File: src/rtl/seq_pkg.sv
// constants, types and shared functions of the power converter sequencer
// ==========================================================================
`default_nettype none
package seq_pkg;
	// ==========================================================================
	// sizes and timing
	localparam int MAX_CONV = 32;
	localparam int MAX_CTL = 6;
	localparam int MAX_STS = 6;
	localparam int DEF_CONV = 8;
	localparam int DEF_CTL = 1;
	localparam int DEF_STS = 1;
	localparam int CLK_HZ = 40_000_000;
	localparam int TICK_US = 250;
	localparam int TICK_CYCLES = CLK_HZ / 1_000_000 * TICK_US;
	localparam int SLOW_DIV = 32;
	localparam int CNT_W = 16;
	// ==========================================================================
	// register offsets
	localparam logic [7:0] REG_CTRL = 8'h00;
	localparam logic [7:0] REG_POL = 8'h04;
	localparam logic [7:0] REG_ON_MAX = 8'h08;
	localparam logic [7:0] REG_OFF_MAX = 8'h0c;
	localparam logic [7:0] REG_STABLE = 8'h10;
	localparam logic [7:0] REG_DOWN_SEL = 8'h14;
	localparam logic [7:0] REG_STATUS = 8'h18;
	localparam logic [7:0] REG_PGOOD = 8'h1c;
	localparam logic [7:0] REG_FAULTS = 8'h20;
	localparam logic [7:0] REG_WARNS = 8'h24;
	localparam logic [7:0] REG_ENABLES = 8'h28;
	localparam logic [7:0] REG_STS_BASE = 8'h40;
	// ==========================================================================
	// field positions
	localparam int CTRL_EN_UP_BIT = 0;
	localparam int CTRL_EN_DN_BIT = 1;
	localparam int CTRL_CMD_ON_BIT = 2;
	localparam int CTRL_CMD_OFF_BIT = 3;
	localparam int CTRL_GATE_LSB = 8;
	localparam int CTRL_FORCE_LSB = 16;
	localparam int POL_CTL_LSB = 0;
	localparam int POL_STS_LSB = 8;
	localparam int STAT_UP_BIT = 0;
	localparam int STAT_DOWN_BIT = 1;
	localparam int STAT_STABLE_BIT = 2;
	localparam int STAT_WARN_BIT = 3;
	localparam int STAT_FAULT_BIT = 4;
	localparam int STAT_UPREQ_BIT = 5;
	localparam int STAT_DNREQ_BIT = 6;
	// ==========================================================================
	// reset values
	localparam logic RST_EN_UP = 1'b1;
	localparam logic RST_EN_DN = 1'b1;
	localparam logic [CNT_W-1:0] RST_ON_MAX = 16'h0064;
	localparam logic [CNT_W-1:0] RST_OFF_MAX = 16'h0064;
	localparam logic [CNT_W-1:0] RST_STABLE = 16'h00fa;
	localparam logic [MAX_CONV-1:0] RST_DOWN_SEL = 32'hffffffff;
	// ==========================================================================
	// types
	typedef enum logic [3:0] {
		CS_OFF = 4'b0001,
		CS_RAMP = 4'b0010,
		CS_ON = 4'b0100,
		CS_DOWN = 4'b1000
	} conv_state_e;
	typedef struct packed {
		logic [CNT_W-1:0] on_max;
		logic [CNT_W-1:0] off_max;
	} conv_cfg_s;
	typedef struct packed {
		logic en;
		logic is_on;
		logic is_off;
		logic fault;
		logic warn;
	} conv_stat_s;
	typedef struct packed {
		logic [7:0] addr;
		logic [31:0] wdata;
		logic wr;
		logic rd;
	} bus_req_s;
	typedef struct packed {
		conv_state_e st;
		logic [CNT_W-1:0] cnt;
		logic fault;
		logic warn;
	} conv_reg_s;
	// ==========================================================================
	// status equation: AND of selected power-goods, each true or inverted
	function automatic logic sts_eq(input logic [MAX_CONV-1:0] pg,
		input logic [MAX_CONV-1:0] mask, input logic [MAX_CONV-1:0] pol);
		sts_eq = &(~mask | ~(pg ^ pol));
	endfunction
endpackage
`default_nettype wire

File: src/rtl/conv_seq.sv
// per-converter power state machine with turn-on and turn-off limits
`default_nettype none
module conv_seq (
	// clock and reset
	input wire logic clk_in,
	input wire logic rst_in,
	// sequencing
	input wire logic tick_in,
	input wire logic up_in,
	input wire logic down_in,
	input wire logic pgood_in,
	input wire seq_pkg::conv_cfg_s cfg_in,
	// state
	output var seq_pkg::conv_stat_s stat_out
);
	import seq_pkg::*;

	conv_reg_s q, d;

	// ==========================================================================
	// state machine
	always_comb begin
		d = q;
		if (tick_in) begin
			d.cnt = q.cnt + 16'h0001;
		end
		unique case (q.st)
			CS_OFF: if (up_in) begin
				d.st = CS_RAMP;
				d.cnt = '0;
				d.fault = 1'b0;
				d.warn = 1'b0;
			end
			CS_RAMP: if (down_in) begin
				d.st = CS_DOWN;
				d.cnt = '0;
			end else if (pgood_in) begin
				d.st = CS_ON;
			end else if (tick_in && q.cnt == cfg_in.on_max) begin
				d.st = CS_DOWN;
				d.fault = 1'b1;
				d.cnt = '0;
			end
			CS_ON: if (down_in || !pgood_in) begin
				d.st = CS_DOWN;
				d.fault = q.fault | ~pgood_in;
				d.cnt = '0;
			end
			CS_DOWN: if (!pgood_in) begin
				d.st = CS_OFF;
			end else if (tick_in && q.cnt == cfg_in.off_max) begin
				// a stuck converter is reported, not waited on forever
				d.st = CS_OFF;
				d.warn = 1'b1;
			end
		endcase
	end

	always_ff @(posedge clk_in) begin
		if (rst_in) begin
			q <= '0;
			q.st <= CS_OFF;
		end else begin
			q <= d;
		end
	end

	assign stat_out = '{en: q.st == CS_RAMP || q.st == CS_ON, is_on: q.st == CS_ON,
		is_off: q.st == CS_OFF, fault: q.fault, warn: q.warn};
endmodule
`default_nettype wire

File: src/rtl/power_converter_sequencer.sv
// top of the power converter sequencer: registers, global control, outputs
//
// The implementer's own choices: the register addresses and strobed register access.
`default_nettype none
module power_converter_sequencer #(
	parameter int N_CONV = seq_pkg::DEF_CONV,
	parameter int N_CTL = seq_pkg::DEF_CTL,
	parameter int N_STS = seq_pkg::DEF_STS,
	parameter int TICK_CYCLES = seq_pkg::TICK_CYCLES,
	parameter bit WARN_EN = 1'b1,
	parameter int CTL_W = (N_CTL > 0) ? N_CTL : 1,
	parameter int STS_W = (N_STS > 0) ? N_STS : 1
) (
	// clock and reset
	input wire logic REF_CLK_IN,
	input wire logic RESET_IN,
	// register port
	input wire seq_pkg::bus_req_s BUS_REQ_IN,
	output logic [31:0] BUS_RDATA_OUT,
	// sequencing control
	input wire logic ENABLE_IN,
	input wire logic [CTL_W-1:0] CTL_IN,
	// converters
	input wire logic [N_CONV-1:0] PGOOD_IN,
	output logic [N_CONV-1:0] CONV_EN_OUT,
	// system status
	output logic SYS_STABLE_OUT,
	output logic SYS_UP_OUT,
	output logic SYS_DOWN_OUT,
	output logic WARN_OUT,
	output logic FAULT_OUT,
	output logic [STS_W-1:0] STS_OUT
);
	import seq_pkg::*;

	typedef struct packed {
		logic [31:0] rdata;
		logic [MAX_CONV-1:0] en;
		logic stable;
		logic up;
		logic down;
		logic warn;
		logic fault;
		logic [MAX_STS-1:0] sts;
		logic en_pin;
		logic up_req;
		logic down_req;
		logic [MAX_CONV-1:0] dn_scope;
		logic [CNT_W-1:0] tick_cnt;
		logic [4:0] slow_cnt;
		logic [CNT_W-1:0] stable_cnt;
		logic en_up;
		logic en_dn;
		logic [MAX_CTL-1:0] gate_mask;
		logic [MAX_CTL-1:0] force_mask;
		logic [MAX_CTL-1:0] ctl_pol;
		logic [MAX_STS-1:0] sts_pol;
		logic [CNT_W-1:0] on_max;
		logic [CNT_W-1:0] off_max;
		logic [CNT_W-1:0] stable_time;
		logic [MAX_CONV-1:0] down_sel;
		logic [MAX_STS-1:0][MAX_CONV-1:0] sts_mask;
		logic [MAX_STS-1:0][MAX_CONV-1:0] sts_pgpol;
	} top_reg_s;

	top_reg_s q, d;
	conv_stat_s stat [N_CONV];
	conv_cfg_s cfg;
	logic [N_CONV-1:0] c_up;
	logic [N_CONV-1:0] c_down;
	logic [N_CONV-1:0] c_on;
	logic [N_CONV-1:0] c_off;
	logic [N_CONV-1:0] c_en;
	logic [N_CONV-1:0] c_fault;
	logic [N_CONV-1:0] c_warn;
	logic [MAX_CONV-1:0] pg_all;
	logic [MAX_CONV-1:0] conv_exist;
	logic [MAX_CTL-1:0] ctl_act;
	logic tick;
	logic slow_tick;
	logic gate_ok;
	logic ctl_force;
	logic cmd_on;
	logic cmd_off;
	logic trig_up;
	logic trig_dn;
	logic new_fault;
	logic all_on;
	logic all_off;
	logic any_fault;
	logic any_warn;
	logic sts_hit;
	logic [2:0] sts_idx;
	logic sts0_exp;

	// ==========================================================================
	// time base: 0.25 ms tick and 8 ms slow tick, both one-cycle enables
	assign tick = q.tick_cnt == CNT_W'(TICK_CYCLES - 1);
	assign slow_tick = tick && q.slow_cnt == 5'(SLOW_DIV - 1);

	// ==========================================================================
	// inputs and decoded conditions
	assign pg_all = MAX_CONV'(PGOOD_IN);
	assign conv_exist = MAX_CONV'({N_CONV{1'b1}});
	assign cfg = '{on_max: q.on_max, off_max: q.off_max};

	always_comb begin
		ctl_act = '1;
		for (int i = 0; i < N_CTL; i++) begin
			ctl_act[i] = CTL_IN[i] ^ q.ctl_pol[i];
		end
	end

	assign gate_ok = &(ctl_act | ~q.gate_mask);
	assign ctl_force = |(~ctl_act & q.force_mask);
	assign cmd_on = BUS_REQ_IN.wr && BUS_REQ_IN.addr == REG_CTRL
		&& BUS_REQ_IN.wdata[CTRL_CMD_ON_BIT];
	assign cmd_off = BUS_REQ_IN.wr && BUS_REQ_IN.addr == REG_CTRL
		&& BUS_REQ_IN.wdata[CTRL_CMD_OFF_BIT];
	assign all_on = &c_on;
	assign all_off = &c_off;
	assign any_fault = |c_fault;
	assign any_warn = |c_warn;
	assign new_fault = any_fault && !q.fault;
	assign trig_up = (q.en_up && ENABLE_IN && !q.en_pin) || cmd_on;
	assign trig_dn = (q.en_dn && !ENABLE_IN && q.en_pin) || cmd_off
		|| ctl_force || new_fault;
	assign sts_hit = BUS_REQ_IN.addr >= REG_STS_BASE
		&& BUS_REQ_IN.addr < REG_STS_BASE + 8'(8 * MAX_STS);
	assign sts_idx = 3'((BUS_REQ_IN.addr - REG_STS_BASE) >> 3);

	// ==========================================================================
	// converters: power up in index order, power down in reverse order
	for (genvar g = 0; g < N_CONV; g++) begin : g_conv
		logic prev_ok;
		logic next_busy;
		if (g == 0) begin : g_first
			assign prev_ok = 1'b1;
		end else begin : g_up_chain
			assign prev_ok = stat[g - 1].is_on;
		end
		if (g == N_CONV - 1) begin : g_last
			assign next_busy = 1'b0;
		end else begin : g_dn_chain
			assign next_busy = stat[g + 1].en & q.dn_scope[g + 1];
		end
		assign c_up[g] = q.up_req & gate_ok & prev_ok;
		assign c_down[g] = q.down_req & q.dn_scope[g] & ~next_busy;
		conv_seq u_seq (
			.clk_in(REF_CLK_IN),
			.rst_in(RESET_IN),
			.tick_in(tick),
			.up_in(c_up[g]),
			.down_in(c_down[g]),
			.pgood_in(PGOOD_IN[g]),
			.cfg_in(cfg),
			.stat_out(stat[g])
		);
		assign c_on[g] = stat[g].is_on;
		assign c_off[g] = stat[g].is_off;
		assign c_en[g] = stat[g].en;
		assign c_fault[g] = stat[g].fault;
		assign c_warn[g] = stat[g].warn;
	end

	// ==========================================================================
	// next state
	always_comb begin
		d = q;
		d.rdata = '0;
		d.en_pin = ENABLE_IN;
		d.tick_cnt = tick ? '0 : q.tick_cnt + 16'h0001;
		if (tick) begin
			d.slow_cnt = slow_tick ? '0 : q.slow_cnt + 5'h01;
		end
		// power-down wins over power-up when both arrive together
		if (trig_up) begin
			d.up_req = 1'b1;
			d.down_req = 1'b0;
		end
		if (trig_dn) begin
			d.up_req = 1'b0;
			d.down_req = 1'b1;
			// a control input alone only takes down the selected group
			d.dn_scope = (ctl_force && !new_fault && !cmd_off && !(q.en_dn && !ENABLE_IN
				&& q.en_pin)) ? q.down_sel : '1;
		end
		// stability timer in 8 ms steps, restarted whenever any converter leaves on
		if (!all_on) begin
			d.stable_cnt = '0;
		end else if (slow_tick && q.stable_cnt != '1) begin
			d.stable_cnt = q.stable_cnt + 16'h0001;
		end
		d.stable = all_on && q.stable_cnt >= q.stable_time;
		d.up = all_on;
		d.down = all_off;
		d.warn = WARN_EN && any_warn;
		d.fault = any_fault;
		d.en = MAX_CONV'(c_en);
		d.sts = '0;
		for (int i = 0; i < N_STS; i++) begin
			d.sts[i] = sts_eq(pg_all, q.sts_mask[i] & conv_exist, q.sts_pgpol[i])
				^ q.sts_pol[i];
		end
		// register writes
		if (BUS_REQ_IN.wr) begin
			case (BUS_REQ_IN.addr)
				REG_CTRL: begin
					d.en_up = BUS_REQ_IN.wdata[CTRL_EN_UP_BIT];
					d.en_dn = BUS_REQ_IN.wdata[CTRL_EN_DN_BIT];
					d.gate_mask = BUS_REQ_IN.wdata[CTRL_GATE_LSB +: MAX_CTL];
					d.force_mask = BUS_REQ_IN.wdata[CTRL_FORCE_LSB +: MAX_CTL];
				end
				REG_POL: begin
					d.ctl_pol = BUS_REQ_IN.wdata[POL_CTL_LSB +: MAX_CTL];
					d.sts_pol = BUS_REQ_IN.wdata[POL_STS_LSB +: MAX_STS];
				end
				REG_ON_MAX: d.on_max = BUS_REQ_IN.wdata[CNT_W-1:0];
				REG_OFF_MAX: d.off_max = BUS_REQ_IN.wdata[CNT_W-1:0];
				REG_STABLE: d.stable_time = BUS_REQ_IN.wdata[CNT_W-1:0];
				REG_DOWN_SEL: d.down_sel = BUS_REQ_IN.wdata;
				default: if (sts_hit) begin
					if (BUS_REQ_IN.addr[2]) begin
						d.sts_pgpol[sts_idx] = BUS_REQ_IN.wdata;
					end else begin
						d.sts_mask[sts_idx] = BUS_REQ_IN.wdata;
					end
				end
			endcase
		end
		// register reads, data valid in the next cycle only
		if (BUS_REQ_IN.rd) begin
			case (BUS_REQ_IN.addr)
				REG_CTRL: begin
					d.rdata[CTRL_EN_UP_BIT] = q.en_up;
					d.rdata[CTRL_EN_DN_BIT] = q.en_dn;
					d.rdata[CTRL_GATE_LSB +: MAX_CTL] = q.gate_mask;
					d.rdata[CTRL_FORCE_LSB +: MAX_CTL] = q.force_mask;
				end
				REG_POL: begin
					d.rdata[POL_CTL_LSB +: MAX_CTL] = q.ctl_pol;
					d.rdata[POL_STS_LSB +: MAX_STS] = q.sts_pol;
				end
				REG_ON_MAX: d.rdata[CNT_W-1:0] = q.on_max;
				REG_OFF_MAX: d.rdata[CNT_W-1:0] = q.off_max;
				REG_STABLE: d.rdata[CNT_W-1:0] = q.stable_time;
				REG_DOWN_SEL: d.rdata = q.down_sel;
				REG_STATUS: begin
					d.rdata[STAT_UP_BIT] = q.up;
					d.rdata[STAT_DOWN_BIT] = q.down;
					d.rdata[STAT_STABLE_BIT] = q.stable;
					d.rdata[STAT_WARN_BIT] = q.warn;
					d.rdata[STAT_FAULT_BIT] = q.fault;
					d.rdata[STAT_UPREQ_BIT] = q.up_req;
					d.rdata[STAT_DNREQ_BIT] = q.down_req;
				end
				REG_PGOOD: d.rdata = pg_all;
				REG_FAULTS: d.rdata = MAX_CONV'(c_fault);
				REG_WARNS: d.rdata = MAX_CONV'(c_warn);
				REG_ENABLES: d.rdata = q.en;
				default: if (sts_hit) begin
					d.rdata = BUS_REQ_IN.addr[2] ? q.sts_pgpol[sts_idx] : q.sts_mask[sts_idx];
				end
			endcase
		end
	end

	// ==========================================================================
	// state register
	always_ff @(posedge REF_CLK_IN) begin
		if (RESET_IN) begin
			q <= '0;
			q.en_up <= RST_EN_UP;
			q.en_dn <= RST_EN_DN;
			q.on_max <= RST_ON_MAX;
			q.off_max <= RST_OFF_MAX;
			q.stable_time <= RST_STABLE;
			q.down_sel <= RST_DOWN_SEL;
			q.dn_scope <= RST_DOWN_SEL;
		end else begin
			q <= d;
		end
	end

	// ==========================================================================
	// outputs, all straight from flip-flops
	assign BUS_RDATA_OUT = q.rdata;
	assign CONV_EN_OUT = q.en[N_CONV-1:0];
	assign SYS_STABLE_OUT = q.stable;
	assign SYS_UP_OUT = q.up;
	assign SYS_DOWN_OUT = q.down;
	assign WARN_OUT = q.warn;
	assign FAULT_OUT = q.fault;
	assign STS_OUT = q.sts[STS_W-1:0];

	// independent form of the status equation: no selected converter disagrees
	assign sts0_exp = (N_STS == 0) ? 1'b0
		: (((q.sts_mask[0] & conv_exist & (pg_all ^ q.sts_pgpol[0])) == '0) ^ q.sts_pol[0]);
endmodule
`default_nettype wire

File: config.mk
export PLATFORM = sky130hd
export DESIGN_NAME = power_converter_sequencer
export DESIGN_NICKNAME = d
export VERILOG_FILES = /design/src/rtl/seq_pkg.sv /design/src/rtl/conv_seq.sv /design/src/rtl/power_converter_sequencer.sv
export SDC_FILE = /design/constraint.sdc
export NUM_CORES = 2
export LEC_CHECK = 0
export BUFFER_PORTS_ARGS = -buffer_cell sky130_fd_sc_hd__buf_4
export CORE_MARGIN = 3
export CORE_UTILIZATION = 49
export CTS_CLUSTER_SIZE = 40
export DETAILED_ROUTE_END_ITERATION = 16
export PLACE_DENSITY_LB_ADDON = 0.05
export SKIP_CTS_REPAIR_TIMING = 1
export SLEW_MARGIN = 40
export SYNTH_ARGS = -nofsm -noshare
export SYNTH_HDL_FRONTEND = slang
export SYNTH_SLANG_ARGS = --single-unit
export TNS_END_PERCENT = 100
File: constraint.sdc
create_clock -name REF_CLK_IN -period 2.9 [get_ports REF_CLK_IN]
set_input_delay 0.145 -clock REF_CLK_IN [delete_from_list [all_inputs] [get_ports REF_CLK_IN]]
set_output_delay 0.145 -clock REF_CLK_IN [all_outputs]
set_load 0.02 [all_outputs]
# Word level (Yosys, flattened, before mapping)
# Index checks and enable logic that the tools add are counted.
[totals]
reg_bits = 808
in_bits = 54
out_inout_bits = 46
word_cells = 563
[classes]
n_addsub = 12
magnitude_cmp = 5
n_eq_ne = 133
mux = 142
bitwise_logic = 67
reduce_logical = 134
[ops]
columns = ["operator", "n"]
rows = [
  ["$pmux 17 s3", 8],
  ["$bwmux 192", 2],
  ["$mux 21", 16],
  ["$eq 16x16->1", 16],
  ["$bmux 32 s3", 2],
  ["$mux 32", 6],
  ["$mux 22", 8],
  ["$add 16x1->16 const B", 10],
  ["$mux 20", 8],
  ["$mux 17", 8],
  ["$mux 16", 8],
  ["$pmux 4 s4", 8],
  ["$demux 32 s3", 1],
  ["$mux 4", 24],
  ["$reduce_and 4->1", 18],
  ["$ne 2x1->1 const B", 32],
  ["$reduce_and 6->1", 9],
  ["$ne 2x2->1 const B", 24],
  ["$pmux 6 s8", 1],
  ["$pmux 4 s11", 1],
  ["$mux 33", 1],
  ["$eq 4x1->1 const B", 8],
  ["$eq 4x2->1 const B", 8],
  ["$eq 4x3->1 const B", 8],
  ["other kinds (52)", 258],
]

# Longest topological paths before layout
[logic_depth]
depth_word = 9
mapped_depth = 10
ltp_nobuf = 9

# By module
# A second synthesis with hierarchy kept.
[hier_totals]
hier_cells = 4783
hier_area_um2 = 39033.7
[modules_own_cells]
columns = ["module", "n_inst", "cells_each", "area_each_um2", "seq_area_each_um2"]
rows = [
  ["power_converter_sequencer", 1, 3287, 26681.8, 11691.2],
  ["conv_seq", 8, 187, 1544.0, 440.4],
]

# Worst setup path before layout
# Ideal clock, no wire load.
[synth_path]
path_kind = "register to register"
from = "register q, in the netlist cfg[18]"
to = "register g_conv[3].u_seq.q[10] (netlist name)"
setup_time_ns = 0.117
arrival_ns = 2.267
required_ns = 2.783
setup_slack_ns = 0.515
stages_incl_launch_ff = 10
path_buffers = 2
period_less_slack_ns = 2.385
cell_sequence = "dfxtp_1 -> clkbuf_1 -> xor2_1 -> nor4_1 -> nand2_1 -> nor4_2 -> nor2_1 -> o31ai_2 -> buf_2 -> nor2_1"
[synth_via]
elab_chain_len = 6
[synth_rtl]
columns = ["item", "line_no", "rtl"]
rows = [
  ["start, declared", "power_converter_sequencer.sv:66", "top_reg_s q, d;"],
  ["$eq 16x16->1", "conv_seq.sv:39", "end else if (tick_in && q.cnt == cfg_in.on_max) begin"],
  ["$logic_and 1x1->1", "conv_seq.sv:39", ""],
  ["$mux 21", "conv_seq.sv:39", ""],
  ["$mux 17", "conv_seq.sv:37", "end else if (pgood_in) begin"],
  ["$mux 20", "conv_seq.sv:34", "CS_RAMP: if (down_in) begin"],
  ["$pmux 17 s3", "conv_seq.sv:27", "unique case (q.st)"],
  ["end, declared", "conv_seq.sv:18", "conv_reg_s q, d;"],
]
# No other way between the ends. The select of a mux whose other input is x is not followed.
# A chain may end at the register's enable or synchronous reset.

# Worst setup path in the final report
[layout_path]
from = "register q[511] (netlist name)"
to = "register g_conv[6].u_seq.q[17] (netlist name)"
[layout_via]
elab_chain_len = 6
word_cells_on_any_way = 9
cone_classes = "eq/ne (1); mux (7); reduce/logical (1)"
[layout_rtl]
columns = ["item", "line_no", "rtl"]
rows = [
  ["$eq 16x14->1 (*)", "power_converter_sequencer.sv:98", "assign tick = q.tick_cnt == CNT_W'(TICK_CYCLES - 1);"],
  ["$mux 16 / $logic_and 1x1->1 (equally long branches)", "conv_seq.sv:24, conv_seq.sv:39", ""],
  ["$mux 21", "conv_seq.sv:39", ""],
  ["$mux 17", "conv_seq.sv:37", ""],
  ["$mux 20", "conv_seq.sv:34", ""],
  ["$pmux 17 s3 (*)", "conv_seq.sv:27", ""],
  ["end, declared", "conv_seq.sv:18", ""],
]
# Mark *: on every way between the ends. The rest lies on a longest branch, timed or not. The select of a mux whose other input is x is not followed.

==> run_results.csv <==
group,metric,value,unit
die,die_y,280,um
clock_network,cts_inserted_buffers,85,
placement,place_area,38700,um^2
clock_network,htree_levels,3,
yosys,synth_commonest_cells,"1,219 x nand2_1, 760 x dfxtp_1, 555 x a21oi_1, 339 x nor2_1, 332 x clkbuf_1",
worst_setup_path,critical_path_buf_inv_count,1,
yosys,muxShareOfSynthArea,0.0390,
pwr,power_frac_comb,0.063,
yosys,synth.area.top_cells,"dfxtp_1 41%, nand2_1 12%, a21oi_1 7.6%",
placement,dp_cells,5545,
sta,final_hold_viol_count,1,
yosys,ys.flop_type,"dfxtp_1",
detailed_routing,routed_via_density,5.84,
yosys,syn_inst,4722,
die,dieArea,78300,um^2
yosys,synth_top_cell_by_area,"dfxtp_1",
yosys,synth.net_count,4804,
die,die_w,280,um
clock_network,tritoncts,"yes",
hold_path,hold_path_class,"input port to flip-flop",
pwr,p_clk_frac,0.470,
outcome,status,"finished with violations",
pwr,power_frac_seq,0.467,
sta,worst-slew-pin-transition,863,ps
clock_network,clock_latency,630,ps
sta,period_needed,2620,ps
yosys,yosysMostFrequentCell,"nand2_1",
die,pin_count,100,
pwr,fin_total_pwr,22.8,mW
layout,nets,4799,
global_route,grt_pass1_wl,194000,um
sta,setup_ws,276,ps
die,core,73600,um^2
placement,gp_congestion,0.955,
global_route,grt_pass1_vias,31313,
worst_setup_path,worstPathCellList,"ha_1, nor4bb_1, and4_2, buf_12, nand4_1, nor2_1, nand4_1, xor2_1, nor2_1",
worst_setup_path,worstSetupStartpointType,"flip-flop",
pwr,switchingPower,5.57,mW
global_route,grt_antenna_before_repair,0,
yosys,ys_warn_count,0,
global_route,grt_max_degree,195,
worst_setup_path,critical-path-top-delay-family,"simple AND/OR/NAND/NOR gates",
yosys,synthAdderAreaFrac,0.00954,
die,start_util,0.499,
yosys,yosys.area_share.simple,0.230,
detailed_routing,post_drt_wl_per_cell,22.5,um
sta,finalCritPeriodShare,0.905,
pwr,power_leakage,15.0,nW
sta,drv_slew,0,
yosys,ys_seq_area_frac,0.414,
yosys,ys_types,76,
sta,whs,-25.5,ps
run,maxCapViolations,0,
sta,setup_violations,0,
sta,fmax,381,MHz
worst_setup_path,crit_arrival,3130,ps
placement,io_buffers,99,
detailed_routing,vias,33530,
yosys,syn-cell-area,36700,um^2
pwr,p_int,17.2,mW
worst_setup_path,slowest_delay,510,ps
yosys,synth_compound_area_frac,0.152,
yosys,synth-xor-area-share,0.0995,
detailed_routing,drc,0,
pwr,p_per_area,542,nW/um^2
yosys,async_flop_share,0,
worst_setup_path,cp-end-kind,"flip-flop",
sta,maxSlewHeadroom,0.425,
layout,layoutNonFillerInstCount,5742,
detailed_routing,first_pass_iters,6,
worst_setup_path,crit_slowest_cell,"and4_2",
sta,rsz0062_at_grt,"no",
yosys,synth_top_family_by_area,"simple AND/OR/NAND/NOR gates",
placement,place_ws,244,ps
clock_network,clk_pin_slew_worst_paths,60,ps
detailed_routing,drtAntennaViolNets,0,
layout,drive_gt1_frac,0.108,
placement,dpl.hpwl,85800,um
yosys,synth-seq-cells,760,
pwr,netSwitchingFraction,0.245,
global_route,grt_overflow,0,
detailed_routing,wirelength,129000,um
layout,finish.utilization,0.571,
die,rows,99,
sta,fin_skew,24.5,ps
clock_network,cts.sinks,760,
outcome,violations,"hold timing",
clock_network,clockBufferDepth,3,
detailed_routing,dr.first_iter.drc_count,3736,
layout,stdcell_area,42000,um^2
worst_setup_path,crit_type,"flip-flop to flip-flop",
yosys,synthDominantCellAreaShare,0.414,
global_route,track_usage,0.321,
worst_setup_path,cp_data_required_time,3400,ps
pwr,vdd.ir_drop.worst,0.402,mV
yosys,synth_edf_count,0,
sta,finalSetupTns,0,ps
worst_setup_path,worstPathMaxFanout,23,
clock_network,cts_root_buffer,"clkbuf_16",
layout,area_growth,14.3,%
yosys,avgSynthCellArea,7.78,um^2
layout make-up:
class	instances	area, um^2
inverter	57	214
multi-input combinational	3468	19600
timing repair buffer	345	3000
sequential	760	15200
antenna	1	2.50
tap	959	1200
fill	6887	31600
clock buffer	133	2600
clock inverter	19	153
registers in the layout (all words and copies together), names as in the netlist:
register               cells
cfg                       32
SYS_UP_OUT                 1
WARN_OUT                   1
g_conv.u_seq.stat_out     16
q                        506
BUS_RDATA_OUT             32
STS_OUT                    1
FAULT_OUT                  1
SYS_STABLE_OUT             1
CONV_EN_OUT                8
SYS_DOWN_OUT               1
g_conv.u_seq.q           160
cells in the final DEF (no fill, tap or decap), types with 25 or more instances in the layout:
master / Yosys / layout
a211oi_1: 34 / 34
a21oi_1: 555 / 555
a22oi_1: 82 / 82
a31oi_1: 26 / 26
and3_1: 38 / 36
buf_4: 40 / 278
clkbuf_16: 0 / 87
clkbuf_8: 0 / 25
dfxtp_1: 760 / 760
dlygate4sd3_1: 0 / 42
ha_1: 28 / 28
inv_1: 57 / 56
mux2_2: 25 / 25
mux2i_1: 88 / 88
nand2_1: 1219 / 1218
nand3_1: 96 / 94
nand4_1: 82 / 82
nor2_1: 339 / 330
nor3_1: 36 / 33
nor4_1: 49 / 48
o211ai_1: 30 / 30
o21ai_0: 61 / 61
xnor2_1: 205 / 205
xor2_1: 212 / 212
worst register-to-register path, stage by stage (launching register included):
cell and delay (ps):
dfxtp_1 350, ha_1 280, nor4bb_1 300, and4_2 510, buf_12 230, nand4_1 240, nor2_1 240, nand4_1 140
xor2_1 160, nor2_1 50
per-layer routing:
layer,track usage,wire [um],share of wire,up-vias
li1,-,-,-,15898
met1,0.456,57100,0.44,15911
met2,0.479,55200,0.43,1484
met3,0.0797,13000,0.10,237
met4,0.103,4100,0.032,0
met5,0,0,0,-
worst paths after layout:
path         slack (ps)                                to          startpoint  depth (start not counted)
min                 -30       BUS_RDATA_OUT[0]$_SDFF_PP0_      BUS_REQ_IN[35]                          4
max                 280  g_conv[6].u_seq.q[17]$_SDFF_PP0_   q[511]$_SDFF_PP0_                          9
max reg2reg         280  g_conv[6].u_seq.q[17]$_SDFF_PP0_   q[511]$_SDFF_PP0_                          9
min reg2reg         450                q[23]$_SDFFE_PP0P_  q[23]$_SDFFE_PP0P_                          2
power groups by stage:
stage | Sequential (mW) | Combinational (mW) | Clock [mW]
after detailed placement | 10.9 | 1.35 | 0
after CTS | 10.6 | 1.36 | 10.8
final | 10.6 | 1.44 | 10.7
after floorplan | 10.8 | 0.799 | 0
after global routing | 10.6 | 1.52 | 11.3
after global placement | 10.9 | 1.35 | 0
cell families (layout without fill, tap and decap cells):
group,after synthesis,in the layout
buffers and inverters,494,554
xor gates and xnor gates,417,417
and+or+nand+nor,1968,1968
AOI/OAI and AO/OA,930,930
other,0,1
adders and majority gates,28,28
muxes,125,125
DFF,760,760
Note: power is estimated with default switching activity, not from simulation.
